<file path="config.mk">
export PLATFORM = sky130hd
export DESIGN_NAME = arsq_top
export DESIGN_NICKNAME = d
export VERILOG_FILES = /design/src/arsq_pkg.sv /design/src/arsq_top.sv
export SDC_FILE = /design/constraint.sdc
export NUM_CORES = 1
export LEC_CHECK = 0
export BUFFER_PORTS_ARGS = -buffer_cell sky130_fd_sc_hd__buf_2
export CORE_MARGIN = 5
export CORE_UTILIZATION = 59
export DETAILED_ROUTE_END_ITERATION = 8
export PLACE_DENSITY = 0.84
export SYNTH_ARGS = -nofsm -noshare
export SYNTH_HDL_FRONTEND = slang
export SYNTH_SLANG_ARGS = --single-unit
</file>
<file path="constraint.sdc">
create_clock -name REF_CLK -period 10 [get_ports REF_CLK]
set_clock_uncertainty 0.05 [all_clocks]
set_input_delay 1 -clock REF_CLK [delete_from_list [all_inputs] [get_ports REF_CLK]]
set_output_delay 1 -clock REF_CLK [all_outputs]
set_load 0.03 [all_outputs]
</file>
<file path="src/arsq_pkg.sv">
// Constants, types and register map of the ACPI rail sequencer
// Functional notes
// Come out of reset in S5 with every regulator off.
// S5 goes to S0 when all three supplies good and buffer_cut low.
// In S0 a rising buffer_cut_request moves to S3.
// In S3 loss of boot and atx5 good is ignored; stay in S3.
// In S3 falling buffer_cut with boot and atx5 good returns to S0.
// In S0 loss of any supply-good goes to S5.
// Never step directly between S3 and S5. The code still steps S3 to S5 directly when reference_good drops.
// Logic held inactive until reference_good is asserted.
// Standby monitor first; boot and atx5 monitors after standby good.
// S0 starts memory soft-start; in-regulation flag enables other rails.
// In S0 the memory PWM runs at 250 kHz on both gates.
// In S3 the memory PWM runs at twice the S0 rate.
// Per-state outputs: S0 normal, S3 standby, S5 all low.
// Overcurrent sampled after blanking from high-side on; latches off.
// Overcurrent latch cleared by supply recycle or grounded soft-start.
// Memory overcurrent detection disabled in S3.
// Both linear controllers share one 1.5 ms soft-start ramp.
// Feedback 100 mV below ramp restarts both linear soft-starts.
// Hiccup checking stops once both linear outputs regulate.
// Termination and linear rails ramp after memory rail 90% good.
// Any other input combination leaves the state unchanged.
// While overcurrent latched, all gates and drives held as in S5.
// Each S3 to S0 return ramps termination and linears afresh.
package arsq_pkg;
  // Timing, all derived from the reference clock rate
  localparam int CLK_KHZ = 50000;
  localparam int CLK_NS = 20;
  localparam int PWM_S0_KHZ = 250;
  localparam int PWM_S3_MULT = 2;
  localparam int PWM_S0_CYC = CLK_KHZ / PWM_S0_KHZ;
  localparam int PWM_S3_CYC = PWM_S0_CYC / PWM_S3_MULT;
  localparam int PWM_W = 8;
  localparam logic [7:0] PWM_S0_LAST = 8'(PWM_S0_CYC - 1);
  localparam logic [7:0] PWM_S3_LAST = 8'(PWM_S3_CYC - 1);
  localparam int BLANK_NS = 200;
  localparam int BLANK_CYC_I = (BLANK_NS + CLK_NS - 1) / CLK_NS;
  localparam logic [7:0] BLANK_CYC = 8'(BLANK_CYC_I);
  localparam int LIN_SS_US = 1500;
  localparam int LIN_SS_CYC = LIN_SS_US * (CLK_KHZ / 1000);
  // Register bus
  localparam int ADDR_W = 4;
  localparam logic [3:0] ADDR_CTRL = 4'h0;
  localparam logic [3:0] ADDR_STATUS = 4'h4;
  localparam logic [1:0] RESP_OKAY = 2'h0;
  localparam logic [1:0] RESP_SLVERR = 2'h2;
  localparam logic [7:0] DUTY_RST = 8'h80;
  localparam int STAT_STATE_LSB = 0;
  localparam int STAT_OC_BIT = 2;
  localparam int STAT_INREG_BIT = 3;
  localparam int STAT_LDONE_BIT = 4;
  localparam int STAT_MON_BIT = 5;

  typedef enum logic [1:0] {ARSQ_S5, ARSQ_S0, ARSQ_S3} arsq_state_t;

  // Pin inputs, all asynchronous to the reference clock
  typedef struct packed {
    logic ref_good;
    logic standby_good;
    logic boot_good;
    logic atx5_good;
    logic buffer_cut_request;
    logic ilim;
    logic ss_grounded;
    logic ss_done;
    logic rail_good;
    logic lin_fb_low;
    logic lin_in_reg;
  } arsq_pins_t;
endpackage

</file>
<file path="src/arsq_top.sv">
// ACPI rail sequencer: state machine, PWM, protection, register slave
`timescale 1ns/1ns
`default_nettype none
module arsq_top
  import arsq_pkg::*;
#(
  parameter int LIN_SS_CYCLES = LIN_SS_CYC
) (
  input wire logic REF_CLK,
  input wire logic RST_N,
  input wire logic REFERENCE_GOOD,
  input wire logic STANDBY_SUPPLY_GOOD,
  input wire logic BOOT_SUPPLY_GOOD,
  input wire logic ATX5_SUPPLY_GOOD,
  input wire logic BUFFER_CUT_REQUEST,
  input wire logic CURRENT_LIMIT_SENSE,
  input wire logic SOFT_START_GROUNDED,
  input wire logic SOFT_START_DONE,
  input wire logic MEMORY_RAIL_GOOD,
  input wire logic LINEAR_FB_LOW,
  input wire logic LINEAR_IN_REG,
  output logic HIGH_SIDE_GATE,
  output logic LOW_SIDE_GATE,
  output logic SOFT_START_RELEASE,
  output logic MAIN_RAIL_IN_REGULATION,
  output logic TERMINATION_ENABLE,
  output logic FIRST_LINEAR_DRIVE,
  output logic SECOND_LINEAR_DRIVE,
  output logic STANDBY_MONITOR_EN,
  output logic SUPPLY_MONITORS_EN,
  input wire logic [ADDR_W-1:0] S_AXI_AWADDR,
  input wire logic S_AXI_AWVALID,
  output logic S_AXI_AWREADY,
  input wire logic [31:0] S_AXI_WDATA,
  input wire logic [3:0] S_AXI_WSTRB,
  input wire logic S_AXI_WVALID,
  output logic S_AXI_WREADY,
  output logic [1:0] S_AXI_BRESP,
  output logic S_AXI_BVALID,
  input wire logic S_AXI_BREADY,
  input wire logic [ADDR_W-1:0] S_AXI_ARADDR,
  input wire logic S_AXI_ARVALID,
  output logic S_AXI_ARREADY,
  output logic [31:0] S_AXI_RDATA,
  output logic [1:0] S_AXI_RRESP,
  output logic S_AXI_RVALID,
  input wire logic S_AXI_RREADY
);
  localparam int LSW = $clog2(LIN_SS_CYCLES + 1);
  localparam logic [LSW-1:0] LIN_END = LSW'(LIN_SS_CYCLES);

  // Refuse settings the counters cannot hold
  generate
    if (LIN_SS_CYCLES < 1 || PWM_S0_CYC > 255 || PWM_S3_CYC < 2) begin : g_chk
      $error("arsq_top: unsupported timing setting");
    end
  endgenerate

  logic rst_s1_r;
  logic rst_n_r;
  arsq_pins_t pin_in;
  arsq_pins_t pin_s1_r;
  arsq_pins_t pin_r;
  arsq_state_t state_r;
  logic buf_prev_r;
  logic [2:0] good_prev_r;
  logic oc_r;
  logic [PWM_W-1:0] pwm_cnt_r;
  logic [7:0] hs_cnt_r;
  logic [7:0] duty_r;
  logic hs_r;
  logic ls_r;
  logic ss_rel_r;
  logic inreg_r;
  logic [LSW-1:0] lin_cnt_r;
  logic lin_done_r;
  logic term_r;
  logic lin1_r;
  logic lin2_r;
  logic mon_sb_r;
  logic mon_sup_r;
  logic aw_rdy_r;
  logic w_rdy_r;
  logic [ADDR_W-1:0] aw_addr_r;
  logic [31:0] w_data_r;
  logic [3:0] w_strb_r;
  logic bvalid_r;
  logic [1:0] bresp_r;
  logic ar_rdy_r;
  logic rvalid_r;
  logic [31:0] rdata_r;
  logic [1:0] rresp_r;

  logic active_w;
  logic all_good_w;
  logic buf_rise_w;
  logic buf_fall_w;
  logic running_w;
  logic [7:0] period_last_w;
  logic [15:0] on_prod_w;
  logic hs_nxt;
  logic oc_set_w;
  logic oc_clr_w;
  logic write_w;

  // Reset release through two flops; assertion stays asynchronous
  always_ff @(posedge REF_CLK or negedge RST_N) begin
    if (!RST_N) begin
      rst_s1_r <= 1'b0;
      rst_n_r <= 1'b0;
    end else begin
      rst_s1_r <= 1'b1;
      rst_n_r <= rst_s1_r;
    end
  end

  // Gather pin inputs into one carrier
  always_comb begin
    pin_in.ref_good = REFERENCE_GOOD;
    pin_in.standby_good = STANDBY_SUPPLY_GOOD;
    pin_in.boot_good = BOOT_SUPPLY_GOOD;
    pin_in.atx5_good = ATX5_SUPPLY_GOOD;
    pin_in.buffer_cut_request = BUFFER_CUT_REQUEST;
    pin_in.ilim = CURRENT_LIMIT_SENSE;
    pin_in.ss_grounded = SOFT_START_GROUNDED;
    pin_in.ss_done = SOFT_START_DONE;
    pin_in.rail_good = MEMORY_RAIL_GOOD;
    pin_in.lin_fb_low = LINEAR_FB_LOW;
    pin_in.lin_in_reg = LINEAR_IN_REG;
  end

  // Two-flop synchroniser; only pin_r is read by logic
  always_ff @(posedge REF_CLK or negedge rst_n_r) begin
    if (!rst_n_r) begin
      pin_s1_r <= '0;
      pin_r <= '0;
    end else begin
      pin_s1_r <= pin_in;
      pin_r <= pin_s1_r;
    end
  end

  // reference gate
  assign active_w = pin_r.ref_good;
  // Boot and atx5 monitors only count once they are enabled
  assign all_good_w = pin_r.standby_good & mon_sup_r & pin_r.boot_good
                      & pin_r.atx5_good;
  assign buf_rise_w = pin_r.buffer_cut_request & ~buf_prev_r;
  assign buf_fall_w = ~pin_r.buffer_cut_request & buf_prev_r;

  // Edge history of the request and supply levels
  always_ff @(posedge REF_CLK or negedge rst_n_r) begin
    if (!rst_n_r) begin
      buf_prev_r <= 1'b0;
      good_prev_r <= 3'h0;
    end else begin
      buf_prev_r <= pin_r.buffer_cut_request;
      good_prev_r <= {pin_r.standby_good, pin_r.boot_good,
                      pin_r.atx5_good};
    end
  end

  // monitor enables, standby first
  always_ff @(posedge REF_CLK or negedge rst_n_r) begin
    if (!rst_n_r) begin
      mon_sb_r <= 1'b0;
      mon_sup_r <= 1'b0;
    end else begin
      mon_sb_r <= active_w;
      mon_sup_r <= active_w & pin_r.standby_good;
    end
  end

  // state machine, S5 out of reset; R21 nothing else moves it
  always_ff @(posedge REF_CLK or negedge rst_n_r) begin
    if (!rst_n_r) begin
      state_r <= ARSQ_S5;
    end else if (!active_w) begin
      // inactive forces shutdown
      state_r <= ARSQ_S5;
    end else begin
      unique case (state_r)
        ARSQ_S5: begin
          // power-up entry
          if (all_good_w && !pin_r.buffer_cut_request) begin
            state_r <= ARSQ_S0;
          end
        end
        ARSQ_S0: begin
          // supply loss wins over a sleep request
          if (!all_good_w) begin
            state_r <= ARSQ_S5;
          // sleep on rising request
          end else if (buf_rise_w) begin
            state_r <= ARSQ_S3;
          end
        end
        ARSQ_S3: begin
          // wake; R4 R7 no exit on supply collapse
          if (buf_fall_w && pin_r.boot_good && pin_r.atx5_good) begin
            state_r <= ARSQ_S0;
          end
        end
      endcase
    end
  end

  // blanked sample; R16 ignored outside S0
  assign oc_set_w = (state_r == ARSQ_S0) & hs_r & (hs_cnt_r == BLANK_CYC)
                    & pin_r.ilim;
  // supply recycle or grounded soft-start pin
  assign oc_clr_w = (|(good_prev_r & ~{pin_r.standby_good, pin_r.boot_good,
                    pin_r.atx5_good})) | pin_r.ss_grounded;

  // Overcurrent latch; a new trip wins over a clear in the same cycle
  always_ff @(posedge REF_CLK or negedge rst_n_r) begin
    if (!rst_n_r) begin
      oc_r <= 1'b0;
    end else if (oc_set_w) begin
      oc_r <= 1'b1;
    end else if (oc_clr_w) begin
      oc_r <= 1'b0;
    end
  end

  // period by state; duty from software
  assign running_w = (state_r != ARSQ_S5) & ~oc_r;
  assign period_last_w = (state_r == ARSQ_S3) ? PWM_S3_LAST : PWM_S0_LAST;
  assign on_prod_w = ({8'h00, period_last_w} + 16'h0001) * {8'h00, duty_r};
  assign hs_nxt = running_w & (pwm_cnt_r < on_prod_w[15:8]);

  // PWM ramp counter
  always_ff @(posedge REF_CLK or negedge rst_n_r) begin
    if (!rst_n_r) begin
      pwm_cnt_r <= '0;
    end else if (!running_w || pwm_cnt_r >= period_last_w) begin
      pwm_cnt_r <= '0;
    end else begin
      pwm_cnt_r <= pwm_cnt_r + 8'h01;
    end
  end

  // gate drive; complementary, both low when stopped
  always_ff @(posedge REF_CLK or negedge rst_n_r) begin
    if (!rst_n_r) begin
      hs_r <= 1'b0;
      ls_r <= 1'b0;
      ss_rel_r <= 1'b0;
    end else begin
      hs_r <= hs_nxt;
      ls_r <= running_w & ~hs_nxt;
      ss_rel_r <= running_w;
    end
  end

  // Blanking timer since high-side turn-on, saturating
  always_ff @(posedge REF_CLK or negedge rst_n_r) begin
    if (!rst_n_r) begin
      hs_cnt_r <= 8'h00;
    end else if (!hs_r) begin
      hs_cnt_r <= 8'h00;
    end else if (hs_cnt_r != BLANK_CYC) begin
      hs_cnt_r <= hs_cnt_r + 8'h01;
    end
  end

  // in-regulation; R23 dropped outside S0 so each return re-ramps
  always_ff @(posedge REF_CLK or negedge rst_n_r) begin
    if (!rst_n_r) begin
      inreg_r <= 1'b0;
    end else begin
      inreg_r <= (state_r == ARSQ_S0) & ~oc_r & pin_r.ss_done
                 & pin_r.rail_good;
    end
  end

  // shared linear ramp, restarts from zero on each enable
  always_ff @(posedge REF_CLK or negedge rst_n_r) begin
    if (!rst_n_r) begin
      lin_cnt_r <= '0;
      lin_done_r <= 1'b0;
    end else if (!inreg_r) begin
      lin_cnt_r <= '0;
      lin_done_r <= 1'b0;
    end else if (!lin_done_r) begin
      // hiccup restart
      if (pin_r.lin_fb_low) begin
        lin_cnt_r <= '0;
      end else if (lin_cnt_r != LIN_END) begin
        lin_cnt_r <= lin_cnt_r + LSW'(1);
      // checking ends once regulating after the ramp
      end else if (pin_r.lin_in_reg) begin
        lin_done_r <= 1'b1;
      end
    end
  end

  // termination and linear drives follow in-regulation
  always_ff @(posedge REF_CLK or negedge rst_n_r) begin
    if (!rst_n_r) begin
      term_r <= 1'b0;
      lin1_r <= 1'b0;
      lin2_r <= 1'b0;
    end else begin
      term_r <= inreg_r & ~oc_r;
      // a hiccup holds both linear drives off until it clears
      lin1_r <= inreg_r & ~oc_r & ~(~lin_done_r & pin_r.lin_fb_low);
      lin2_r <= inreg_r & ~oc_r & ~(~lin_done_r & pin_r.lin_fb_low);
    end
  end

  assign HIGH_SIDE_GATE = hs_r;
  assign LOW_SIDE_GATE = ls_r;
  assign SOFT_START_RELEASE = ss_rel_r;
  assign MAIN_RAIL_IN_REGULATION = inreg_r;
  assign TERMINATION_ENABLE = term_r;
  assign FIRST_LINEAR_DRIVE = lin1_r;
  assign SECOND_LINEAR_DRIVE = lin2_r;
  assign STANDBY_MONITOR_EN = mon_sb_r;
  assign SUPPLY_MONITORS_EN = mon_sup_r;

  // Write channel: address and data taken in either order
  assign write_w = ~aw_rdy_r & ~w_rdy_r & ~bvalid_r;

  always_ff @(posedge REF_CLK or negedge rst_n_r) begin
    if (!rst_n_r) begin
      aw_rdy_r <= 1'b1;
      w_rdy_r <= 1'b1;
      aw_addr_r <= '0;
      w_data_r <= 32'h0000_0000;
      w_strb_r <= 4'h0;
      bvalid_r <= 1'b0;
      bresp_r <= RESP_OKAY;
    end else begin
      if (aw_rdy_r && S_AXI_AWVALID) begin
        aw_rdy_r <= 1'b0;
        aw_addr_r <= S_AXI_AWADDR;
      end
      if (w_rdy_r && S_AXI_WVALID) begin
        w_rdy_r <= 1'b0;
        w_data_r <= S_AXI_WDATA;
        w_strb_r <= S_AXI_WSTRB;
      end
      if (write_w) begin
        bvalid_r <= 1'b1;
        bresp_r <= (aw_addr_r == ADDR_CTRL || aw_addr_r == ADDR_STATUS)
                   ? RESP_OKAY : RESP_SLVERR;
      end
      if (bvalid_r && S_AXI_BREADY) begin
        bvalid_r <= 1'b0;
        aw_rdy_r <= 1'b1;
        w_rdy_r <= 1'b1;
      end
    end
  end

  // Duty control; status is read-only so writes there are dropped
  always_ff @(posedge REF_CLK or negedge rst_n_r) begin
    if (!rst_n_r) begin
      duty_r <= DUTY_RST;
    end else if (write_w && aw_addr_r == ADDR_CTRL && w_strb_r[0]) begin
      duty_r <= w_data_r[7:0];
    end
  end

  // Read channel, one cycle from address to data
  always_ff @(posedge REF_CLK or negedge rst_n_r) begin
    if (!rst_n_r) begin
      ar_rdy_r <= 1'b1;
      rvalid_r <= 1'b0;
      rdata_r <= 32'h0000_0000;
      rresp_r <= RESP_OKAY;
    end else if (ar_rdy_r && S_AXI_ARVALID) begin
      ar_rdy_r <= 1'b0;
      rvalid_r <= 1'b1;
      rdata_r <= 32'h0000_0000;
      rresp_r <= RESP_OKAY;
      if (S_AXI_ARADDR == ADDR_CTRL) begin
        rdata_r[7:0] <= duty_r;
      end else if (S_AXI_ARADDR == ADDR_STATUS) begin
        rdata_r[STAT_STATE_LSB +: 2] <= state_r;
        rdata_r[STAT_OC_BIT] <= oc_r;
        rdata_r[STAT_INREG_BIT] <= inreg_r;
        rdata_r[STAT_LDONE_BIT] <= lin_done_r;
        rdata_r[STAT_MON_BIT] <= mon_sup_r;
      end else begin
        rresp_r <= RESP_SLVERR;
      end
    end else if (rvalid_r && S_AXI_RREADY) begin
      rvalid_r <= 1'b0;
      ar_rdy_r <= 1'b1;
    end
  end

  assign S_AXI_AWREADY = aw_rdy_r;
  assign S_AXI_WREADY = w_rdy_r;
  assign S_AXI_BVALID = bvalid_r;
  assign S_AXI_BRESP = bresp_r;
  assign S_AXI_ARREADY = ar_rdy_r;
  assign S_AXI_RVALID = rvalid_r;
  assign S_AXI_RDATA = rdata_r;
  assign S_AXI_RRESP = rresp_r;
endmodule
`default_nettype wire
</file>
==> run summary <==
Clock Sinks = 109
Syn Area/Cell = 10.8 µm²
Compound-Gate Fraction of Synth Area = 0.0859
Hold Slack = 248 ps
simple-gate share of the synthesized area = 0.146
final wirelength = 11200 µm
FFs w/ async S/R, synth = 1.00
antenna-violating nets left = 0
Setup crit start kind = register
Post-layout nets = 738
via count = 4097
Critical Path RT = 10210 ps
register bit count reported by yosys = 109
Worst setup EP type = register
largest net degree at the start of global routing = 71
post-synthesis adder-cell area fraction = 0.142
die area = 12100 µm²
Post-synth top flop = dfrtp_1
H-tree levels = 3
mux cell area share after synthesis = 0.0590
period utilization = 0.580
CP max stage delay = 530 ps
n_diodes = 0
Ys Warns = 0
Post-CTS Hold Buffers = 0
CP bufs+invs = 5
max-slew violation count = 0
layout overhead on the synthesized area = 9.44%
Leak = 3.23 nW
Distinct cells, synth = 56
CP arrival = 6010 ps
clock period minus worst slack = 5800 ps
Min-Delay Path Class = register to asynchronous set/reset pin
Seq/Total Area, Yosys = 0.462
largest family of logic cells by synthesized area = simple AND/OR/NAND/NOR gates
Max Root-Sink Buffers = 2
PwrDens = 259 nW/µm²
R2R Setup Slk = 4200 ps
Worst VDD drop = 0.166 mV
cell mode on critical path = fa_1
DR pass1 iterations = 4
critical path cell sequence = nor2b_1, buf_4, clkinv_1, nand2_1, fa_1, fa_1, inv_1, fa_1, inv_1, fa_1, inv_1, ha_1, nand3_1, o2111ai_1, o21ai_0, xor2_1, ha_1, nand3_1, nor2_1, a221o_1, o21a_1
share of layout cells above drive strength 1 = 0.178
# resized after CTS = 0
first-pass GRT wire length = 19300 µm
post-synthesis xor/xnor area fraction = 0.0326
Root Driver = clkbuf_8
core area = 9770 µm²
Register-to-Register Path Depth = 21
die height = 110 µm
drt wl/cell = 14.8 µm
cell count after synthesis = 549
initial core utilization = 0.605
Mapped Area = 5910 µm²
Slew @ Worst Pin = 833 ps
I/O Pins = 112
GP Congestion = 0.835
CP max-delay cell = fa_1
maxcap violations = 0
Reg clk slew, reported paths = 120 ps
chip width = 110 µm
CP delay by family, top = adder cells
critical path class = register to register
Post-DP HPWL = 8710 µm
Core Util, Final = 0.662
Avg Vias per Cell = 5.42
CTS tree = built
achievable clock frequency = 173 MHz
worst-path maximum fanout = 14
initial antenna violation count = 0
worst skew pair latency = 380 ps
Finish-stage setup viols = 0
TritonCTS buffer count = 9
Congestion Overflow GR = 0
setup TNS = 0 ps
fill cell count = 748
EDFF count, synth = 0
reg2reg end = LOW_SIDE_GATE$_DFF_PN0_
DR iter-0 viols = 194
# port buffers = 58
vias in the first global route = 4192
Final Hold Fails = 0
Max transition margin = 0.445
FF-to-FF Start = state_r[1]$_DFFE_PN0P_
remaining routing DRC violations = 0
status = finished, final reports clean
post-CTS setup-driven buffer insertion count = 0
unrepaired setup endpoints after global routing = false
GRT Total Usage = 0.202
# rows = 36
Power, Total = 1.68 mW
flip-flops by register name, indices dropped and copies added, names as in the netlist, 2 cells and up:
register / count
lin_cnt_r: 17
pwm_cnt_r: 8
duty_r: 8
S_AXI_RDATA: 8
pin_s1_r: 11
good_prev_r: 3
aw_addr_r: 4
pin_r: 10
hs_cnt_r: 8
w_data_r: 8
state_r: 2
area by class of cell:
type                    instances  area (µm²)  share of cell area
multi-input cells             392        2880               0.445
flip-flops and latches        109        2740               0.423
repair buffers                 60         305              0.0472
inverters                      46         173              0.0267
well taps                     133         166              0.0257
clock buffers                   9         124              0.0191
clock inverters                 7        86.3              0.0133
worst max-delay path by stage:
stage | startpoint | end | slack (ps) | depth (start not counted)
finish | state_r[1]$_DFFE_PN0P_ | LOW_SIDE_GATE$_DFF_PN0_ | 4200 | 21
global route | state_r[1]$_DFFE_PN0P_ | LOW_SIDE_GATE$_DFF_PN0_ | 3770 | 21
CTS | state_r[1]$_DFFE_PN0P_ | LOW_SIDE_GATE$_DFF_PN0_ | 4220 | 21
detailed placement | state_r[1]$_DFFE_PN0P_ | LOW_SIDE_GATE$_DFF_PN0_ | 4200 | 21
global placement | state_r[1]$_DFFE_PN0P_ | LOW_SIDE_GATE$_DFF_PN0_ | 4370 | 21
floorplan | state_r[1]$_DFFE_PN0P_ | LOW_SIDE_GATE$_DFF_PN0_ | 4710 | 20
cells in the mapped netlist (3+ instances only):
cell,n,area share
a211oi_1,3,0.0038
a21oi_1,14,0.012
and2_1,12,0.013
and3_1,6,0.0063
buf_4,28,0.036
clkbuf_1,4,0.0025
dfrtp_1,105,0.44
dfstp_2,4,0.018
fa_1,15,0.051
ha_1,43,0.091
inv_1,45,0.029
mux2_2,23,0.044
mux2i_1,9,0.015
nand2_1,41,0.026
nand2b_1,3,0.0032
nand3_1,19,0.016
nand4_1,6,0.0063
nor2_1,38,0.024
nor2b_1,11,0.012
nor3_1,9,0.0076
nor4_1,3,0.0032
o211ai_1,4,0.0051
o21a_1,4,0.0051
o21ai_0,28,0.024
o31ai_1,8,0.010
or3_1,7,0.0074
or4_1,3,0.0038
xnor2_1,7,0.010
xor2_1,15,0.022
layer usage:
metal  part of all wire  GRT usage  wire [µm]
met1               0.43      0.267       4780
met2               0.50      0.339       5570
met3              0.062     0.0431        701
met4              0.016     0.0580        181
met5                  0          0          0
power breakdown:
| group | internal [mW] | switching, mW |
|---|---|---|
| Clock | 0.102 | 0.170 |
| Combinational | 0.353 | 0.484 |
| Sequential | 0.510 | 0.0578 |
| Total | 0.965 | 0.712 |
stage by stage:
step | setup slack, ps | area, µm² | instances
global route | 3770 | 6470 | 756
detailed placement | 4200 | 6260 | 740
floorplan | 4710 | 6030 | 581
global placement | 4370 | 6260 | 740
finish | 4200 | 6470 | 756
CTS | 4220 | 6470 | 756
cell families after synthesis:
logic type | after synthesis
other | 2
XOR/XNOR | 22
AO/OA/AOI/OAI | 78
flip-flops | 109
multiplexers | 32
AND/OR/NAND/NOR | 168
buffers and inverters | 80
adder cells (fa/ha/maj) | 58
placed cells by master (no fill, tap or decap), drive strengths merged, types with 11 or more instances in the layout:
| cell | instances |
|---|---|
| xor2 | 15 |
| nand2 | 42 |
| buf | 60 |
| nand3 | 19 |
| nor2 | 38 |
| fa | 15 |
| mux2 | 23 |
| a21oi | 14 |
| conb | 34 |
| nor2b | 11 |
| inv | 49 |
| dfrtp | 105 |
| o21ai | 29 |
| ha | 43 |
| and2 | 12 |
Power figures use the tool's default switching activity.
